[src/sub_mul_pkg.sv]
package sub_mul_pkg;
  // ----------------------------------------
  // word and field widths
  // ----------------------------------------
  localparam int WORD_W = 24;
  localparam int ADDR_W = 15;
  localparam int OP_W = 6;
  localparam int MOD_W = 3;
  localparam int IDX_W = 2;
  localparam int TIME_W = 12;
  localparam int REPEAT_W = 15;

  // ----------------------------------------
  // operation codes (octal 57 and 60)
  // ----------------------------------------
  localparam logic [OP_W-1:0] OP_REPLACE_SUBSTITUTE_BITS = 6'h2F;
  localparam logic [OP_W-1:0] OP_MULTIPLY_STEP = 6'h30;

  // ----------------------------------------
  // word-portion designator codes
  // ----------------------------------------
  localparam logic [MOD_W-1:0] MOD_FULL = 3'h0;
  localparam logic [MOD_W-1:0] MOD_LOW_HALF = 3'h1;
  localparam logic [MOD_W-1:0] MOD_HIGH_HALF = 3'h2;
  localparam logic [MOD_W-1:0] MOD_ADDR_PART = 3'h3;
  localparam logic [WORD_W-1:0] MASK_FULL = 24'hFFFFFF;
  localparam logic [WORD_W-1:0] MASK_LOW_HALF = 24'h000FFF;
  localparam logic [WORD_W-1:0] MASK_HIGH_HALF = 24'hFFF000;
  localparam logic [WORD_W-1:0] MASK_ADDR_PART = 24'h007FFF;

  // ----------------------------------------
  // reset values
  // ----------------------------------------
  localparam logic [WORD_W-1:0] ACC_RESET = 24'h000000;
  localparam logic [WORD_W-1:0] Q_RESET = 24'h000000;

  // ----------------------------------------
  // timing
  // ----------------------------------------
  localparam int CLK_PERIOD_NS = 20;
  localparam int MERGE_SINGLE_US = 60;
  localparam int MERGE_REPEAT_US = 40;
  localparam int MUL_EVEN_SINGLE_US = 28;
  localparam int MUL_EVEN_REPEAT_US = 8;
  localparam int MUL_ODD_SINGLE_US = 52;
  localparam int MUL_ODD_REPEAT_US = 32;

  function automatic logic [TIME_W-1:0] us_to_cycles(input int us);
    us_to_cycles = TIME_W'((us * 1000 + CLK_PERIOD_NS - 1) / CLK_PERIOD_NS);
  endfunction

  localparam logic [TIME_W-1:0] MERGE_SINGLE_CYC = us_to_cycles(MERGE_SINGLE_US);
  localparam logic [TIME_W-1:0] MERGE_REPEAT_CYC = us_to_cycles(MERGE_REPEAT_US);
  localparam logic [TIME_W-1:0] MUL_EVEN_SINGLE_CYC = us_to_cycles(MUL_EVEN_SINGLE_US);
  localparam logic [TIME_W-1:0] MUL_EVEN_REPEAT_CYC = us_to_cycles(MUL_EVEN_REPEAT_US);
  localparam logic [TIME_W-1:0] MUL_ODD_SINGLE_CYC = us_to_cycles(MUL_ODD_SINGLE_US);
  localparam logic [TIME_W-1:0] MUL_ODD_REPEAT_CYC = us_to_cycles(MUL_ODD_REPEAT_US);

  function automatic logic [WORD_W-1:0] portion_mask(input logic [MOD_W-1:0] m);
    unique case (m)
      MOD_LOW_HALF: portion_mask = MASK_LOW_HALF;
      MOD_HIGH_HALF: portion_mask = MASK_HIGH_HALF;
      MOD_ADDR_PART: portion_mask = MASK_ADDR_PART;
      default: portion_mask = MASK_FULL;
    endcase
  endfunction
endpackage

[src/sub_mul_alu.sv]
`timescale 1ns/10ps
module sub_mul_alu
  import sub_mul_pkg::*;
(
  input wire logic i_is_mul,
  input wire logic [WORD_W-1:0] i_acc,
  input wire logic [WORD_W-1:0] i_q,
  input wire logic [WORD_W-1:0] i_operand,
  input wire logic [WORD_W-1:0] i_portion,
  output logic [WORD_W-1:0] o_acc_next,
  output logic [WORD_W-1:0] o_q_next
);
  // ----------------------------------------
  // merge and multiply step
  // ----------------------------------------
  wire [WORD_W-1:0] y_eff = i_operand & i_portion;
  wire [WORD_W-1:0] sel = i_q & i_portion;
  wire [WORD_W-1:0] merged = (y_eff & sel) | (i_acc & ~sel);
  // unsigned add, carry kept so it shifts into the top of A
  wire [WORD_W:0] addend = i_q[0] ? {1'b0, y_eff} : '0;
  wire [WORD_W:0] sum = {1'b0, i_acc} + addend;
  assign o_acc_next = i_is_mul ? sum[WORD_W:1] : merged;
  assign o_q_next = i_is_mul ? {sum[0], i_q[WORD_W-1:1]} : i_q;
endmodule

[src/sub_mul_step.sv]
`timescale 1ns/10ps
// Function
// - opcode 57 copies operand bits into A where Q mask bit is one.
// - merged A is written back to the operand's storage location.
// - Q is left untouched by the merge instruction.
// - operand address is low 15 instruction bits plus selected index.
// - merge takes 60 us singly, 40 us each when repeated.
// - both support repeat, index designator and word-portion modifier.
// - opcode 60 adds operand to A when Q bit 0 is one.
// - multiply step leaves A unchanged when Q bit 0 is zero.
// - then A and Q shift right together, A bit 0 into Q bit 23.
// - after 24 steps product low half in Q, high half in A.
// - a nonzero starting A is accumulated onto, not cleared.
// - operands are unsigned magnitudes.
// - even step takes 28 us singly, 8 us repeated.
// - odd step takes 52 us singly, 32 us repeated.
module sub_mul_step
  import sub_mul_pkg::*;
(
  input wire logic i_mclk,
  input wire logic i_reset_n,
  input wire logic i_start,
  input wire logic [OP_W-1:0] i_opcode,
  input wire logic [ADDR_W-1:0] i_address,
  input wire logic [IDX_W-1:0] i_index_sel,
  input wire logic [ADDR_W-1:0] i_index1,
  input wire logic [ADDR_W-1:0] i_index2,
  input wire logic [ADDR_W-1:0] i_index3,
  input wire logic [MOD_W-1:0] i_modifier,
  input wire logic [REPEAT_W-1:0] i_repeat_count,
  input wire logic i_acc_load,
  input wire logic [WORD_W-1:0] i_acc_value,
  input wire logic i_q_load,
  input wire logic [WORD_W-1:0] i_q_value,
  input wire logic i_mem_rvalid,
  input wire logic [WORD_W-1:0] i_mem_rdata,
  output logic o_mem_rd,
  output logic o_mem_wr,
  output logic [ADDR_W-1:0] o_mem_addr,
  output logic [WORD_W-1:0] o_mem_wdata,
  output logic [WORD_W-1:0] o_acc,
  output logic [WORD_W-1:0] o_q,
  output logic o_busy,
  output logic o_done
);
  // ----------------------------------------
  // state and storage
  // ----------------------------------------
  typedef enum logic [2:0] {
    ST_IDLE = 3'b000,
    ST_READ = 3'b001,
    ST_EXEC = 3'b010,
    ST_HOLD = 3'b011
  } step_state_e;

  step_state_e state_reg, state_next;
  logic [WORD_W-1:0] acc_reg, acc_next;
  logic [WORD_W-1:0] q_reg, q_next;
  logic [WORD_W-1:0] operand_reg;
  logic [ADDR_W-1:0] addr_reg;
  logic [MOD_W-1:0] mod_reg;
  logic is_mul_reg;
  logic repeat_reg;
  logic [REPEAT_W-1:0] remaining_reg;
  logic [TIME_W-1:0] timer_reg;
  logic [TIME_W-1:0] target_reg;
  logic rd_reg;
  logic wr_reg;
  logic [WORD_W-1:0] wdata_reg;
  logic done_reg;

  function automatic logic [ADDR_W-1:0] index_value(input logic [IDX_W-1:0] s,
      input logic [ADDR_W-1:0] b1, input logic [ADDR_W-1:0] b2,
      input logic [ADDR_W-1:0] b3);
    unique case (s)
      2'h1: index_value = b1;
      2'h2: index_value = b2;
      2'h3: index_value = b3;
      default: index_value = '0;
    endcase
  endfunction

  // ----------------------------------------
  // decode
  // ----------------------------------------
  wire op_merge = i_opcode == OP_REPLACE_SUBSTITUTE_BITS;
  wire op_mul = i_opcode == OP_MULTIPLY_STEP;
  wire accept = (state_reg == ST_IDLE) && i_start && (op_merge || op_mul);
  // repeat passes reuse one address, so each merge pass rewrites the same word
  wire [ADDR_W-1:0] eff_addr = ADDR_W'(i_address + index_value(i_index_sel, i_index1,
      i_index2, i_index3));
  wire [WORD_W-1:0] cur_mask = portion_mask(mod_reg);
  wire time_up = timer_reg >= target_reg - TIME_W'(1);
  wire last_exec = remaining_reg == REPEAT_W'(1);
  wire in_exec = state_reg == ST_EXEC;
  // odd/even timing is decided by Q bit 0 before the shift
  wire [TIME_W-1:0] mul_cycles = q_reg[0] ?
      (repeat_reg ? MUL_ODD_REPEAT_CYC : MUL_ODD_SINGLE_CYC) :
      (repeat_reg ? MUL_EVEN_REPEAT_CYC : MUL_EVEN_SINGLE_CYC);
  wire [TIME_W-1:0] merge_cycles = repeat_reg ? MERGE_REPEAT_CYC : MERGE_SINGLE_CYC;
  wire [WORD_W-1:0] alu_acc;
  wire [WORD_W-1:0] alu_q;

  sub_mul_alu sub_mul_alu_i (
    .i_is_mul(is_mul_reg),
    .i_acc(acc_reg),
    .i_q(q_reg),
    .i_operand(operand_reg),
    .i_portion(cur_mask),
    .o_acc_next(alu_acc),
    .o_q_next(alu_q)
  );

  // ----------------------------------------
  // next state
  // ----------------------------------------
  always_comb begin
    state_next = state_reg;
    unique case (state_reg)
      ST_IDLE: begin
        if (accept) begin
          state_next = ST_READ;
        end
      end
      ST_READ: begin
        if (i_mem_rvalid) begin
          state_next = ST_EXEC;
        end
      end
      ST_EXEC: state_next = ST_HOLD;
      ST_HOLD: begin
        if (time_up) begin
          state_next = last_exec ? ST_IDLE : ST_READ;
        end
      end
      default: state_next = ST_IDLE;
    endcase
  end

  // loads from the controller only land while idle
  always_comb begin
    acc_next = acc_reg;
    q_next = q_reg;
    if (in_exec) begin
      acc_next = alu_acc;
      q_next = alu_q;
    end else if (state_reg == ST_IDLE) begin
      if (i_acc_load) begin
        acc_next = i_acc_value;
      end
      if (i_q_load) begin
        q_next = i_q_value;
      end
    end
  end

  // ----------------------------------------
  // registers
  // ----------------------------------------
  always_ff @(posedge i_mclk or negedge i_reset_n) begin
    if (!i_reset_n) begin
      state_reg <= ST_IDLE;
      acc_reg <= ACC_RESET;
      q_reg <= Q_RESET;
    end else begin
      state_reg <= state_next;
      acc_reg <= acc_next;
      q_reg <= q_next;
    end
  end

  always_ff @(posedge i_mclk or negedge i_reset_n) begin
    if (!i_reset_n) begin
      addr_reg <= '0;
      mod_reg <= MOD_FULL;
      is_mul_reg <= 1'b0;
      repeat_reg <= 1'b0;
      remaining_reg <= '0;
    end else if (accept) begin
      addr_reg <= eff_addr;
      mod_reg <= i_modifier;
      is_mul_reg <= op_mul;
      repeat_reg <= i_repeat_count != '0;
      remaining_reg <= (i_repeat_count == '0) ? REPEAT_W'(1) : i_repeat_count;
    end else if (state_reg == ST_HOLD && time_up && !last_exec) begin
      remaining_reg <= remaining_reg - REPEAT_W'(1);
    end
  end

  always_ff @(posedge i_mclk or negedge i_reset_n) begin
    if (!i_reset_n) begin
      operand_reg <= '0;
      target_reg <= '0;
    end else if (state_reg == ST_READ && i_mem_rvalid) begin
      operand_reg <= i_mem_rdata;
    end else if (in_exec) begin
      target_reg <= is_mul_reg ? mul_cycles : merge_cycles;
    end
  end

  // timer runs from the read request of each execution
  always_ff @(posedge i_mclk or negedge i_reset_n) begin
    if (!i_reset_n) begin
      timer_reg <= '0;
    end else if (state_next == ST_READ && state_reg != ST_READ) begin
      timer_reg <= '0;
    end else if (state_reg != ST_IDLE) begin
      timer_reg <= timer_reg + TIME_W'(1);
    end
  end

  always_ff @(posedge i_mclk or negedge i_reset_n) begin
    if (!i_reset_n) begin
      rd_reg <= 1'b0;
      wr_reg <= 1'b0;
      wdata_reg <= '0;
      done_reg <= 1'b0;
    end else begin
      rd_reg <= state_next == ST_READ && state_reg != ST_READ;
      wr_reg <= in_exec && !is_mul_reg;
      if (in_exec) begin
        wdata_reg <= alu_acc;
      end
      done_reg <= state_reg == ST_HOLD && time_up && last_exec;
    end
  end

  assign o_mem_rd = rd_reg;
  assign o_mem_wr = wr_reg;
  assign o_mem_addr = addr_reg;
  assign o_mem_wdata = wdata_reg;
  assign o_acc = acc_reg;
  assign o_q = q_reg;
  assign o_busy = state_reg != ST_IDLE;
  assign o_done = done_reg;
endmodule

[config.mk]
export PLATFORM = sky130hd
export DESIGN_NAME = sub_mul_step
export DESIGN_NICKNAME = d
export VERILOG_FILES = /design/src/sub_mul_pkg.sv /design/src/sub_mul_alu.sv /design/src/sub_mul_step.sv
export SDC_FILE = /design/constraint.sdc
export NUM_CORES = 1
export LEC_CHECK = 0
export CAP_MARGIN = 25
export CORE_ASPECT_RATIO = 2
export CORE_MARGIN = 4
export CORE_UTILIZATION = 35
export CTS_CLUSTER_SIZE = 24
export DETAILED_ROUTE_END_ITERATION = 12
export DONT_BUFFER_PORTS = 1
export PLACE_DENSITY_LB_ADDON = 0.25
export SLEW_MARGIN = 10
export SYNTH_ARGS = -nofsm -noshare
export SYNTH_HDL_FRONTEND = slang
export SYNTH_SLANG_ARGS = --single-unit
[constraint.sdc]
create_clock -name i_mclk -period 4.45 [get_ports i_mclk]
set_input_delay 1.1125 -clock i_mclk [delete_from_list [all_inputs] [get_ports i_mclk]]
set_output_delay 1.1125 -clock i_mclk [all_outputs]
set_load 0.02 [all_outputs]
==> results of run 1 <==
==> cell type report <==
class / instances / area (sq um)
Fill cell: 2847 / 16900
Multi-Input combinational cell: 857 / 5760
Sequential cell: 155 / 3880
Clock buffer: 20 / 447
Tap cell: 352 / 440
Clock inverter: 11 / 146
Timing Repair Buffer: 16 / 140
Inverter: 18 / 67.6
Antenna cell: 3 / 7.51
==> per-layer routing <==
layer / part of all wire / track usage
met5: 0 / 0
met4: 0.033 / 0.0982
met3: 0.068 / 0.0609
met2: 0.56 / 0.409
met1: 0.34 / 0.201
==> worst max-delay path, stage by stage, from the launching register on <==
cell and delay (ns):
sky130_fd_sc_hd__dfrtp_1 0.43, sky130_fd_sc_hd__inv_1 0.12, sky130_fd_sc_hd__ha_1 0.16, sky130_fd_sc_hd__nand2_1 0.07, sky130_fd_sc_hd__nor2_1 0.16, sky130_fd_sc_hd__nand2_1 0.10
sky130_fd_sc_hd__or2_2 0.29, sky130_fd_sc_hd__xor2_1 0.15, sky130_fd_sc_hd__ha_1 0.30, sky130_fd_sc_hd__nand4_1 0.12, sky130_fd_sc_hd__or4_4 0.57, sky130_fd_sc_hd__a21oi_4 0.43
sky130_fd_sc_hd__nor2_2 0.11, sky130_fd_sc_hd__inv_1 0.42, sky130_fd_sc_hd__o21a_1 0.20, sky130_fd_sc_hd__o22a_1 0.13
==> logic make-up (layout without fill, tap and decap cells) <==
group | Yosys count | in the layout | share of synthesized area
simple gates | 384 | 384 | 0.182
compound gates | 285 | 285 | 0.192
flops | 155 | 155 | 0.392
mux | 83 | 83 | 0.0893
buf+inv | 73 | 65 | 0.0292
fa+ha+maj | 57 | 57 | 0.0736
xor+xnor | 47 | 47 | 0.0416
other cells | 1 | 4 | 0.000379
==> power breakdown <==
part / internal, mW / leakage, nW / switching [mW] / total [mW]
combinational: 0.463 / 2.82 / 0.586 / 1.05
sequential: 1.64 / 1.98 / 0.464 / 2.11
clock: 0.892 / 0.286 / 0.598 / 1.49
==> stage by stage <==
step | setup slack, ns | total power, mW | hold slack (ns) | instances | instance area (sq um)
detailed placement | 0.614 | 3.19 | 0.480 | 1397 | 10300
finish | 0.631 | 4.65 | 0.366 | 1432 | 10900
floorplan | 0.590 | 2.83 | 0.452 | 1085 | 9900
CTS | 0.616 | 4.72 | 0.325 | 1428 | 10900
global placement | 0.748 | 3.16 | 0.475 | 1397 | 10300
global route | 0.327 | 4.93 | 0.325 | 1430 | 10900
==> placed cells by master (no fill, tap or decap), types with 7 or more instances in the layout <==
cell,Yosys,layout
sky130_fd_sc_hd__nor4_1,7,7
sky130_fd_sc_hd__a22o_1,14,14
sky130_fd_sc_hd__nor3_1,24,23
sky130_fd_sc_hd__mux2i_1,40,40
sky130_fd_sc_hd__nand3_1,38,38
sky130_fd_sc_hd__ha_1,55,55
sky130_fd_sc_hd__o21ai_0,84,84
sky130_fd_sc_hd__mux2_2,43,43
sky130_fd_sc_hd__nand2_1,157,157
sky130_fd_sc_hd__dfrtp_1,155,155
sky130_fd_sc_hd__buf_4,0,15
sky130_fd_sc_hd__nor2b_1,7,7
sky130_fd_sc_hd__a31oi_1,14,14
sky130_fd_sc_hd__nand4_1,15,15
sky130_fd_sc_hd__o21a_1,7,7
sky130_fd_sc_hd__a211oi_1,13,13
sky130_fd_sc_hd__xor2_1,30,30
sky130_fd_sc_hd__inv_1,18,18
sky130_fd_sc_hd__nor2_1,67,66
sky130_fd_sc_hd__a21o_1,14,14
sky130_fd_sc_hd__xnor2_1,17,17
sky130_fd_sc_hd__clkbuf_16,0,17
sky130_fd_sc_hd__a21oi_1,62,61
sky130_fd_sc_hd__o211ai_1,11,11
sky130_fd_sc_hd__and3_1,30,30
==> how the worst min path moves through the flow <==
| stage | from | end | depth (start not counted) |
|---|---|---|---|
| 2_1_floorplan | mod_reg[2] | mod_reg[2] | 2 |
| 3_3_place_gp | mod_reg[2] | mod_reg[2] | 2 |
| 3_5_place_dp | mod_reg[2] | mod_reg[2] | 2 |
| 4_1_cts | i_reset_n | remaining_reg[2] | 0 |
| 5_1_grt | i_reset_n | remaining_reg[2] | 0 |
| 6_report | i_reset_n | remaining_reg[0] | 0 |
==> Yosys cell counts (all sizes together), types with 6 or more instances <==
cell type    n  share of area
nor2        68          0.026
a211oi      13         0.0099
a21boi       6         0.0046
nand4       15         0.0095
a22oi        6         0.0045
xor2        30          0.027
mux2        43          0.049
and2         6         0.0038
o22ai        6         0.0038
a31oi       16          0.012
and3        30          0.019
dfrtp      155           0.39
o211ai      11         0.0083
buf         11         0.0056
nor2b        7         0.0044
ha          55          0.070
a22o        14          0.012
nor4         8         0.0057
clkbuf      44          0.017
a21o        14          0.011
a21oi       63          0.033
o21bai       6         0.0045
o21a         7         0.0053
nor3        25          0.013
nand2b       7         0.0044
xnor2       17          0.015
nand2      157          0.060
o21ai       86          0.044
inv         18         0.0068
mux2i       40          0.040
nand3       38          0.019
==> summary.txt, run 1 <==
Global routing
  – Global-route wire length before repair: approximately 50,000 microns
  – Vias in the first global route: between 8,000 and 9,000
  – GRT Total Usage: 0.212
  – Grt total ovfl: 0
  – Number of antenna violations at the first check in global routing: 5
  – Largest net degree at the start of global routing: approximately 160

Logic synthesis
  – Post-synthesis sequential element count: around 160
  – Count of unique library cells instantiated by Yosys: 76
  – Share of flip-flops with an asynchronous set or reset after synthesis: 1.00
  – Yosys synthesis warning count: 0
  – Number of instances in the synthesized netlist: roughly 1,100
  – Count of flip-flops with a built-in enable after synthesis: 0
  – Summed instance area of the synthesized netlist: around 0.0099 sq mm
  – Fraction of the yosys area taken by sequential cells: 0.392
  – Post-synth net total: 1,306
  – Main flop type after synthesis: sky130_fd_sc_hd__dfrtp_1
  – Average cell area after synthesis: 9.13 sq um

Clocking
  – Later-pin clock latency in the skew report: approximately 0.44 ns
  – TritonCTS buffer count: 17
  – Number of setup buffers added after CTS: 0
  – Clock buffer depth: 2
  – TritonCTS clock tree: yes
  – Clock tree root buffer cell: sky130_fd_sc_hd__clkbuf_16
  – Count of cells resized by post-cts repair: 0
  – Number of levels the H-tree was split into: 4
  – Post-CTS Hold Fix Bufs: 0
  – Clock slew at the register clock pins of the worst setup and hold paths: around 0.070 ns
  – CTS sink cnt: 155

Timing
  – Pin slew with the least headroom to its limit: 0.953 ns
  – Number of pins exceeding their max-slew limit in the final report: 0
  – RSZ-0062 raised after global routing: no
  – Max-slew headroom at the worst pin: 0.363
  – Final worst path period share: 0.858
  – Setup-failing EPs final: 0
  – Post-layout minimum cycle time: ~3.8 ns
  – Timing-limited maximum frequency: 262 MHz
  – Fin Setup TNS: 0 ns
  – Final clock skew: approximately 0.011 ns
  – Number of endpoints with negative hold slack in the final report: 0

Power and ir drop
  – Pwr per Cell Area: between 400 and 500 mW/mm^2
  – Largest voltage drop on the vdd net: 294 uV
  – Leak pwr: between 5 and 6 nW

Die
  – Horizontal die dimension: roughly 130 microns
  – Number of standard-cell rows in the floorplan: between 80 and 90
  – Floorplan die height: about 250 microns
  – I/O pin count: roughly 260
  – Die Outline Area: about 0.031 sq mm
  – Area of the core: 0.0278 sq mm
  – Starting density of the core: 0.357

Placed design
  – Count of buffers from port buffering: 0
  – Placer congestion estimate: slightly above 0.9
  – Post-detailed-placement half-perimeter wirelength: ~26,000 microns

Detailed routing
  – Vias: roughly 8,300
  – Post-detailed-route wirelength per cell: 23.2 microns
  – Vias per cell: between 5 and 6
  – Number of nets still failing antenna checks after routing: 0
  – Total routed wirelength: ~33,000 microns
  – Residual DRC count: 0
  – Detailed Routing Iterations Pass 1: 5
  – Number of DRC markers after the initial detailed-route iteration: 448

Critical path
  – Worst setup EP type: flip-flop
  – CP Launch Point: target_reg[8]
  – CP Class: reg2reg
  – Worst Reg-to-Reg Cells: 15
  – Critical R2R Launch: target_reg[8]
  – Critical Path End: remaining_reg[3]
  – Crit Path Max Fanout: 17
  – Worst R2R End: remaining_reg[3]
  – Required time worst endpoint: 4.84 ns
  – Sort of element at the start of the critical path: flip-flop
  – Critical Path AT: approximately 4.2 ns
  – Worst R2R Setup Slack: ~0.63 ns

Flow run
  – Max cap viols: 0

Hold path
  – Class of the worst hold path: in2async

Outcome
  – Outcome: complete, no violations

Final layout
  – Nets@finish: about 1,300
  – Fraction of final layout cells sized beyond drive strength 1: 0.102
  – Final core utilization: 0.392
  – Area growth, synth to finish: 9.96%
Note: power is estimated with default switching activity, not from simulation.
==> run 2: changes to the inputs <==
CTS_CLUSTER_SIZE = not set   (was 24)
clock period = 3.2 ns   (was 4.45 ns; I/O delays follow)
==> run 2 against run 1 <==
- final cell count grew 5.8%
- worst setup slack got worse by 0.62 ns
- sequential share of layout area is 3.6 points lower
- worst hold slack got worse by 0.32 ns
- clock power grew 29%
- routed wire length grew 5.1%
- total power increased by 44%
- critical endpoint is now o_mem_wdata[21]
==> summary.txt, run 2 (synthesis gave the netlist of run 1 again) <==
Hold path
  – Class of the worst hold path: in2async (unchanged)

Global routing
  – Global-route wire length before repair: 52,000 microns (was 50,200 microns)
  – GRT Total Usage: 0.218 (was 0.212)
  – Number of antenna violations at the first check in global routing: 4 (was 5)
  – Vias in the first global route: 9,016 (was 8,619)
  – Grt total ovfl: 0 (unchanged)
  – Largest net degree at the start of global routing: 156 (unchanged)

Die
  – I/O pin count: 255 (unchanged)
  – Die Outline Area: 0.0312 sq mm (unchanged)
  – Horizontal die dimension: 127 microns (unchanged)
  – Number of standard-cell rows in the floorplan: 86 (unchanged)
  – Starting density of the core: 0.357 (unchanged)
  – Area of the core: 0.0278 sq mm (unchanged)
  – Floorplan die height: 246 microns (unchanged)

Critical path
  – Most common cell type on the critical path: sky130_fd_sc_hd__buf_4
  – Critical R2R Launch: mod_reg[2] (was target_reg[8])
  – Required time worst endpoint: 3.53 ns (was 4.84 ns)
  – Worst R2R End: o_mem_wdata[21] (was remaining_reg[3])
  – CP Class: reg2reg (unchanged)
  – Sort of element at the start of the critical path: flip-flop (unchanged)
  – CP top delay family: compound AO/OA/AOI/OAI gates (was simple AND/OR/NAND/NOR gates)
  – Crit Path Max Fanout: 11 (was 17)
  – Worst setup EP type: flip-flop (unchanged)
  – Critical path cell sequence: buf_4 > nand2b_1 > buf_4 > buf_4 > and3_1 > ha_1 > buf_4 > a21oi_1 > o21a_1 > a21boi_0 > o21ai_0 > a41oi_2 > xor2_1 > o22ai_1 (was inv_1 > ha_1 > nand2_1 > nor2_1 > nand2_1 > or2_2 > xor2_1 > ha_1 > nand4_1 > or4_4 > a21oi_4 > nor2_2 > inv_1 > o21a_1 > o22a_1)
  – Worst R2R Setup Slack: 0.01 ns (was 0.63 ns)
  – Worst Reg-to-Reg Cells: 14 (was 15)
  – Critical Path AT: 3.51 ns (was 4.20 ns)
  – Cell with the biggest individual delay on the critical path: sky130_fd_sc_hd__dfrtp_1 (was sky130_fd_sc_hd__or4_4)
  – Maximum single-stage delay on the critical path: 0.38 ns (was 0.57 ns)
  – Total buffers and inverters traversed by the critical path: 4 (was 2)
  – Crit. path cell count: 14 (was 15)

Detailed routing
  – Number of DRC markers after the initial detailed-route iteration: 364 (was 448)
  – Vias: 8,709 (was 8,337)
  – Detailed Routing Iterations Pass 1: 7 (was 5)
  – Residual DRC count: 0 (unchanged)
  – Vias per cell: 5.75 (was 5.82)
  – Number of nets still failing antenna checks after routing: 0 (unchanged)
  – Post-detailed-route wirelength per cell: 23.0 microns (was 23.2 microns)
  – Total routed wirelength: 34,800 microns (was 33,200 microns)

Power and ir drop
  – Internal power summed over all cells: 4.24 mW (was 3.00 mW)
  – Leak pwr: 5.56 nW (was 5.09 nW)
  – Largest voltage drop on the vdd net: 429 uV (was 294 uV)
  – Reg power frac: 0.436 (was 0.454)
  – Part of the power in combinational logic: 0.276 (was 0.226)
  – Clock group share of total power: 0.287 (was 0.321)
  – Pwr per Cell Area: 552 mW/mm^2 (was 427 mW/mm^2)
  – Switching power share of the total: 0.366 (was 0.355)
  – NetSw: 2.45 mW (was 1.65 mW)

Placed design
  – Placer congestion estimate: 0.957 (was 0.928)
  – Post-Place Cell Area: 0.0109 sq mm (was 0.0103 sq mm)
  – Count of buffers from port buffering: 0 (unchanged)
  – Post-detailed-placement half-perimeter wirelength: 26,300 microns (was 25,800 microns)

Timing
  – Final clock skew: 0.0132 ns (was 0.0114 ns)
  – Number of endpoints with negative hold slack in the final report: 0 (unchanged)
  – Timing-limited maximum frequency: 314 MHz (was 262 MHz)
  – Final worst path period share: 0.996 (was 0.858)
  – Setup-failing EPs final: 0 (unchanged)
  – Post-layout minimum cycle time: 3.19 ns (was 3.82 ns)
  – RSZ-0062 raised after global routing: yes (was no)
  – Max-slew headroom at the worst pin: 0.422 (was 0.363)
  – Number of pins exceeding their max-slew limit in the final report: 0 (unchanged)
  – Pin slew with the least headroom to its limit: 0.864 ns (was 0.953 ns)

Final layout
  – Leading cell type in the layout, fill and taps excluded: sky130_fd_sc_hd__dfrtp_1 (was sky130_fd_sc_hd__nand2_1)
  – Final core utilization: 0.436 (was 0.392)
  – Fraction of final layout cells sized beyond drive strength 1: 0.231 (was 0.102)
  – Commonest cells after routing, fill and taps aside: sky130_fd_sc_hd__dfrtp_1, sky130_fd_sc_hd__nand2_1, sky130_fd_sc_hd__buf_4 (was sky130_fd_sc_hd__nand2_1, sky130_fd_sc_hd__dfrtp_1, sky130_fd_sc_hd__o21ai_0)
  – Area growth, synth to finish: 22.3% (was 9.96%)
  – Nets@finish: 1,372 (was 1,286)
  – Final standard cell area without fillers: 0.0121 sq mm (was 0.0109 sq mm)

Flow run
  – Max cap viols: 0 (unchanged)

Clocking
  – Later-pin clock latency in the skew report: 0.45 ns (was 0.44 ns)
  – TritonCTS clock tree: yes (unchanged)
  – Clock buffer depth: 2 (unchanged)
  – CTS sink cnt: 155 (unchanged)
  – Post-CTS Hold Fix Bufs: 0 (unchanged)
  – Clock slew at the register clock pins of the worst setup and hold paths: 0.07 ns (about the same)
  – Number of levels the H-tree was split into: 4 (unchanged)
  – TritonCTS buffer count: 17 (unchanged)
  – Clock tree root buffer cell: sky130_fd_sc_hd__clkbuf_16 (unchanged)

Outcome
  – Outcome: complete, no violations (unchanged)
-- run 2: changes by cell type in the layout (fill, tap and decap cells not counted), moves of 7 or more --
| cell | previous run | this run |
|---|---|---|
| sky130_fd_sc_hd__a21oi_1 | 61 | 51 |
| sky130_fd_sc_hd__a21oi_2 | 0 | 9 |
| sky130_fd_sc_hd__buf_12 | 0 | 7 |
| sky130_fd_sc_hd__buf_4 | 15 | 86 |
| sky130_fd_sc_hd__buf_6 | 0 | 7 |
| sky130_fd_sc_hd__ha_1 | 55 | 43 |
| sky130_fd_sc_hd__ha_4 | 0 | 11 |
| sky130_fd_sc_hd__o21ai_0 | 84 | 71 |
| sky130_fd_sc_hd__o21ai_1 | 1 | 10 |
-- run 2: timing repair --
item | in CTS | in global routing
resized for setup | 18 | 91
pin swaps | 8 | 42
endpoints found under the hold margin | 0 | 0
cloned | 0 | 2
buffers inserted | 0 | 15
endpoints found under the setup margin | 23 | 59
-- run 2: layout make-up --
class	instances	area, sq um
clock inverter	12	103
timing repair buffer	102	915
antenna	1	2.50
inverter	18	67.6
multi-input combinational	857	6270
fill	2729	15700
clock buffer	18	429
tap	352	440
sequential	155	3880
-- run 2: stage by stage --
| stage | hold slack [ns] | setup WS [ns] | std cells | total power, mW | setup TNS (ns) |
|---|---|---|---|---|---|
| 6_report | 0.0419 | 0.0128 | 1515 | 6.69 | 0 |
| 5_1_grt | 0.0116 | -0.119 | 1515 | 7.10 | -1.64 |
| 4_1_cts | 0.00973 | 0.00492 | 1499 | 6.60 | 0 |
| 3_5_place_dp | 0.508 | -0.183 | 1469 | 4.62 | -1.29 |
| 3_3_place_gp | 0.500 | -0.161 | 1469 | 4.58 | -0.560 |
| 2_1_floorplan | 0.452 | -0.0324 | 1085 | 3.97 | -0.0453 |
-- run 2: routing by layer --
metal,GRT usage,routed length (microns)
met3,0.0709,2550
met5,0,27
met4,0.0995,1590
met1,0.208,11500
met2,0.415,19200
-- run 2: power groups by stage --
stage          logic [mW]  registers [mW]  clock network [mW]
2_1_floorplan        1.18            2.79                   0
3_3_place_gp         1.64            2.94                   0
3_5_place_dp         1.67            2.95                   0
4_1_cts              1.70            2.92                1.99
5_1_grt              2.08            2.97                2.06
6_report             1.85            2.92                1.92
-- run 2: how the worst max path moves through the flow --
stage,start,endpoint,slack [ns]
5_1_grt,target_reg[5],remaining_reg[13],-0.12
2_1_floorplan,mod_reg[2],o_mem_wdata[20],-0.03
6_report,mod_reg[2],o_mem_wdata[21],0.01
3_5_place_dp,mod_reg[2],o_acc[17],-0.18
4_1_cts,mod_reg[0],o_acc[23],0.005
3_3_place_gp,mod_reg[2],o_acc[17],-0.16
-- run 2: worst reg2reg max path, delay by kind of cell (launching register included) --
kind | cells | cell delay, ns
buf+inv | 4 | 0.65
simple gates | 2 | 0.31
fa+ha+maj | 1 | 0.33
flops | 1 | 0.38
xor+xnor | 1 | 0.25
compound gates | 6 | 1.15
==> run 3: changes to the inputs <==
CORE_UTILIZATION = 30   (was 35)
==> run 3 against run 2 <==
- clock skew shrank 0.0020 ns
- register-to-register slack better by 0.03 ns
- critical path depth down 3
- critical endpoint is now o_acc[18]
==> summary.txt, run 3 (synthesis gave the netlist of run 1 again) <==
Placed design
  – Setup WS pre-CTS: -0.178 ns (was -0.183 ns)
  – Number of cells after detailed placement: 1,534 (was 1,469)
  – Count of buffers from port buffering: 0 (unchanged)
  – Placer congestion estimate: 0.954 (was 0.957)
  – Post-Place Cell Area: 0.0109 sq mm (about the same)
  – Post-detailed-placement half-perimeter wirelength: 27,500 microns (was 26,300 microns)

Final layout
  – Commonest cells after routing, fill and taps aside: sky130_fd_sc_hd__nand2_1, sky130_fd_sc_hd__dfrtp_1, sky130_fd_sc_hd__buf_4 (was sky130_fd_sc_hd__dfrtp_1, sky130_fd_sc_hd__nand2_1, sky130_fd_sc_hd__buf_4)
  – Area growth, synth to finish: 20.7% (was 22.3%)
  – Area used by multi-input combinational logic: 0.00607 sq mm (was 0.00627 sq mm)
  – Final standard cell area without fillers: 0.0119 sq mm (was 0.0121 sq mm)
  – Register cell area after layout: 0.00388 sq mm (unchanged)
  – Fraction of final layout cells sized beyond drive strength 1: 0.200 (was 0.231)
  – Final Instance Count excl. Fillers: 1,581 (was 1,515)
  – Filler cell count in the final layout: 3,383 (was 2,729)
  – Nets@finish: 1,360 (was 1,372)

Clocking
  – CTS sink cnt: 155 (unchanged)
  – Later-pin clock latency in the skew report: 0.45 ns (about the same)
  – Clock slew at the register clock pins of the worst setup and hold paths: 0.07 ns (about the same)
  – Post-CTS Hold Fix Bufs: 0 (unchanged)
  – Number of levels the H-tree was split into: 4 (unchanged)
  – TritonCTS clock tree: yes (unchanged)
  – Clock buffer depth: 2 (unchanged)
  – Clock tree root buffer cell: sky130_fd_sc_hd__clkbuf_16 (unchanged)
  – TritonCTS buffer count: 17 (unchanged)

Global routing
  – Global-route wire length before repair: 53,500 microns (was 52,000 microns)
  – Grt total ovfl: 0 (unchanged)
  – Largest net degree at the start of global routing: 156 (unchanged)
  – Number of antenna violations at the first check in global routing: 4 (unchanged)
  – GRT Total Usage: 0.197 (was 0.218)
  – Vias in the first global route: 9,089 (was 9,016)

Die
  – I/O pin count: 255 (unchanged)
  – Die Outline Area: 0.0361 sq mm (was 0.0312 sq mm)
  – Horizontal die dimension: 136 microns (was 127 microns)
  – Floorplan die height: 265 microns (was 246 microns)
  – Starting density of the core: 0.306 (was 0.357)
  – Number of standard-cell rows in the floorplan: 93 (was 86)
  – Area of the core: 0.0323 sq mm (was 0.0278 sq mm)

Power and ir drop
  – Leak pwr: 5.52 nW (was 5.56 nW)
  – Largest voltage drop on the vdd net: 349 uV (was 429 uV)
  – Overall power: 6.96 mW (was 6.69 mW)
  – Pwr per Cell Area: 582 mW/mm^2 (was 552 mW/mm^2)

Detailed routing
  – Vias per cell: 5.42 (was 5.75)
  – Total routed wirelength: 36,000 microns (was 34,800 microns)
  – Vias: 8,573 (was 8,709)
  – Post-detailed-route wirelength per cell: 22.8 microns (was 23.0 microns)
  – Number of nets still failing antenna checks after routing: 0 (unchanged)
  – Detailed Routing Iterations Pass 1: 4 (was 7)
  – Residual DRC count: 0 (unchanged)
  – Number of DRC markers after the initial detailed-route iteration: 291 (was 364)

Outcome
  – Outcome: complete, no violations (unchanged)

Timing
  – Setup-failing EPs final: 0 (unchanged)
  – Pin slew with the least headroom to its limit: 0.948 ns (was 0.864 ns)
  – Final worst path period share: 0.985 (was 0.996)
  – Number of endpoints with negative hold slack in the final report: 0 (unchanged)
  – Final clock skew: 0.0112 ns (was 0.0132 ns)
  – Timing-limited maximum frequency: 317 MHz (was 314 MHz)
  – Fin Setup TNS: 0 ns (unchanged)
  – Post-layout minimum cycle time: 3.15 ns (was 3.19 ns)
  – Number of pins exceeding their max-slew limit in the final report: 0 (unchanged)
  – Min setup slack post-route: 0.0467 ns (was 0.0128 ns)
  – Max-slew headroom at the worst pin: 0.365 (was 0.422)
  – RSZ-0062 raised after global routing: yes (unchanged)

Critical path
  – CP Class: reg2reg (unchanged)
  – Crit Path Max Fanout: 8 (was 11)
  – Critical path cell sequence: or3b_4 > buf_12 > and3_4 > ha_4 > a2111oi_4 > nor4_4 > a221oi_4 > a31oi_4 > a31oi_4 > xnor2_2 > o211a_1 (was buf_4 > nand2b_1 > buf_4 > buf_4 > and3_1 > ha_1 > buf_4 > a21oi_1 > o21a_1 > a21boi_0 > o21ai_0 > a41oi_2 > xor2_1 > o22ai_1)
  – Required time worst endpoint: 3.53 ns (about the same)
  – Cell with the biggest individual delay on the critical path: sky130_fd_sc_hd__or3b_4 (was sky130_fd_sc_hd__dfrtp_1)
  – Most common cell type on the critical path: sky130_fd_sc_hd__a31oi_4 (was sky130_fd_sc_hd__buf_4)
  – Sort of element at the start of the critical path: flip-flop (unchanged)
  – Worst setup EP type: flip-flop (unchanged)
  – CP top delay family: compound AO/OA/AOI/OAI gates (unchanged)
  – Critical Path AT: 3.49 ns (was 3.51 ns)
  – Total buffers and inverters traversed by the critical path: 1 (was 4)
  – Worst R2R Setup Slack: 0.05 ns (was 0.01 ns)
  – Maximum single-stage delay on the critical path: 0.44 ns (was 0.38 ns)

Hold path
  – Class of the worst hold path: in2async (unchanged)

Flow run
  – Max cap viols: 0 (unchanged)
run 3: power breakdown:
group / leakage [nW] / switching (mW) / internal, mW
Combinational: 3.23 / 0.931 / 0.862
Sequential: 1.98 / 0.645 / 2.28
Clock: 0.310 / 0.943 / 1.29
run 3: metal layers:
metal  share of wire  GRT usage  wire length [microns]
met1            0.32      0.180                  11600
met2            0.57      0.385                  20400
met4           0.039     0.0859                   1420
met3           0.071     0.0619                   2570
met5         0.00058          0                     21
run 3: metrics by stage:
stage	hold slack, ns	utilization
final	0.0353	0.369
after floorplan	0.452	-
after CTS	0.00400	0.358
after detailed placement	0.509	0.337
after global placement	0.506	0.337
after global routing	0.0140	0.369
run 3: final cells by class:
type,instances,share of cell area
antenna,2,0.000419
tap,427,0.0447
clock inverter,13,0.0149
sequential,155,0.325
inverter,18,0.00565
multi-input combinational,857,0.508
clock buffer,19,0.0379
timing repair buffer,90,0.0640
run 3: final timing paths:
check,from,end,cells past startpoint
max reg2reg,mod_reg[0],o_acc[18],11
max,mod_reg[0],o_acc[18],11
min in group i_mclk,i_modifier[1],mod_reg[1],2
min,i_reset_n,remaining_reg[6],0
max in group asynchronous,i_reset_n,o_q[15],0
min reg2reg,target_reg[11],target_reg[11],2
run 3: what timing repair did:
action,4_1_cts,5_1_grt
pin swaps,5,28
resized for setup,7,52
buffers inserted,0,12
setup endpoints to repair,13,62
cloned,0,2
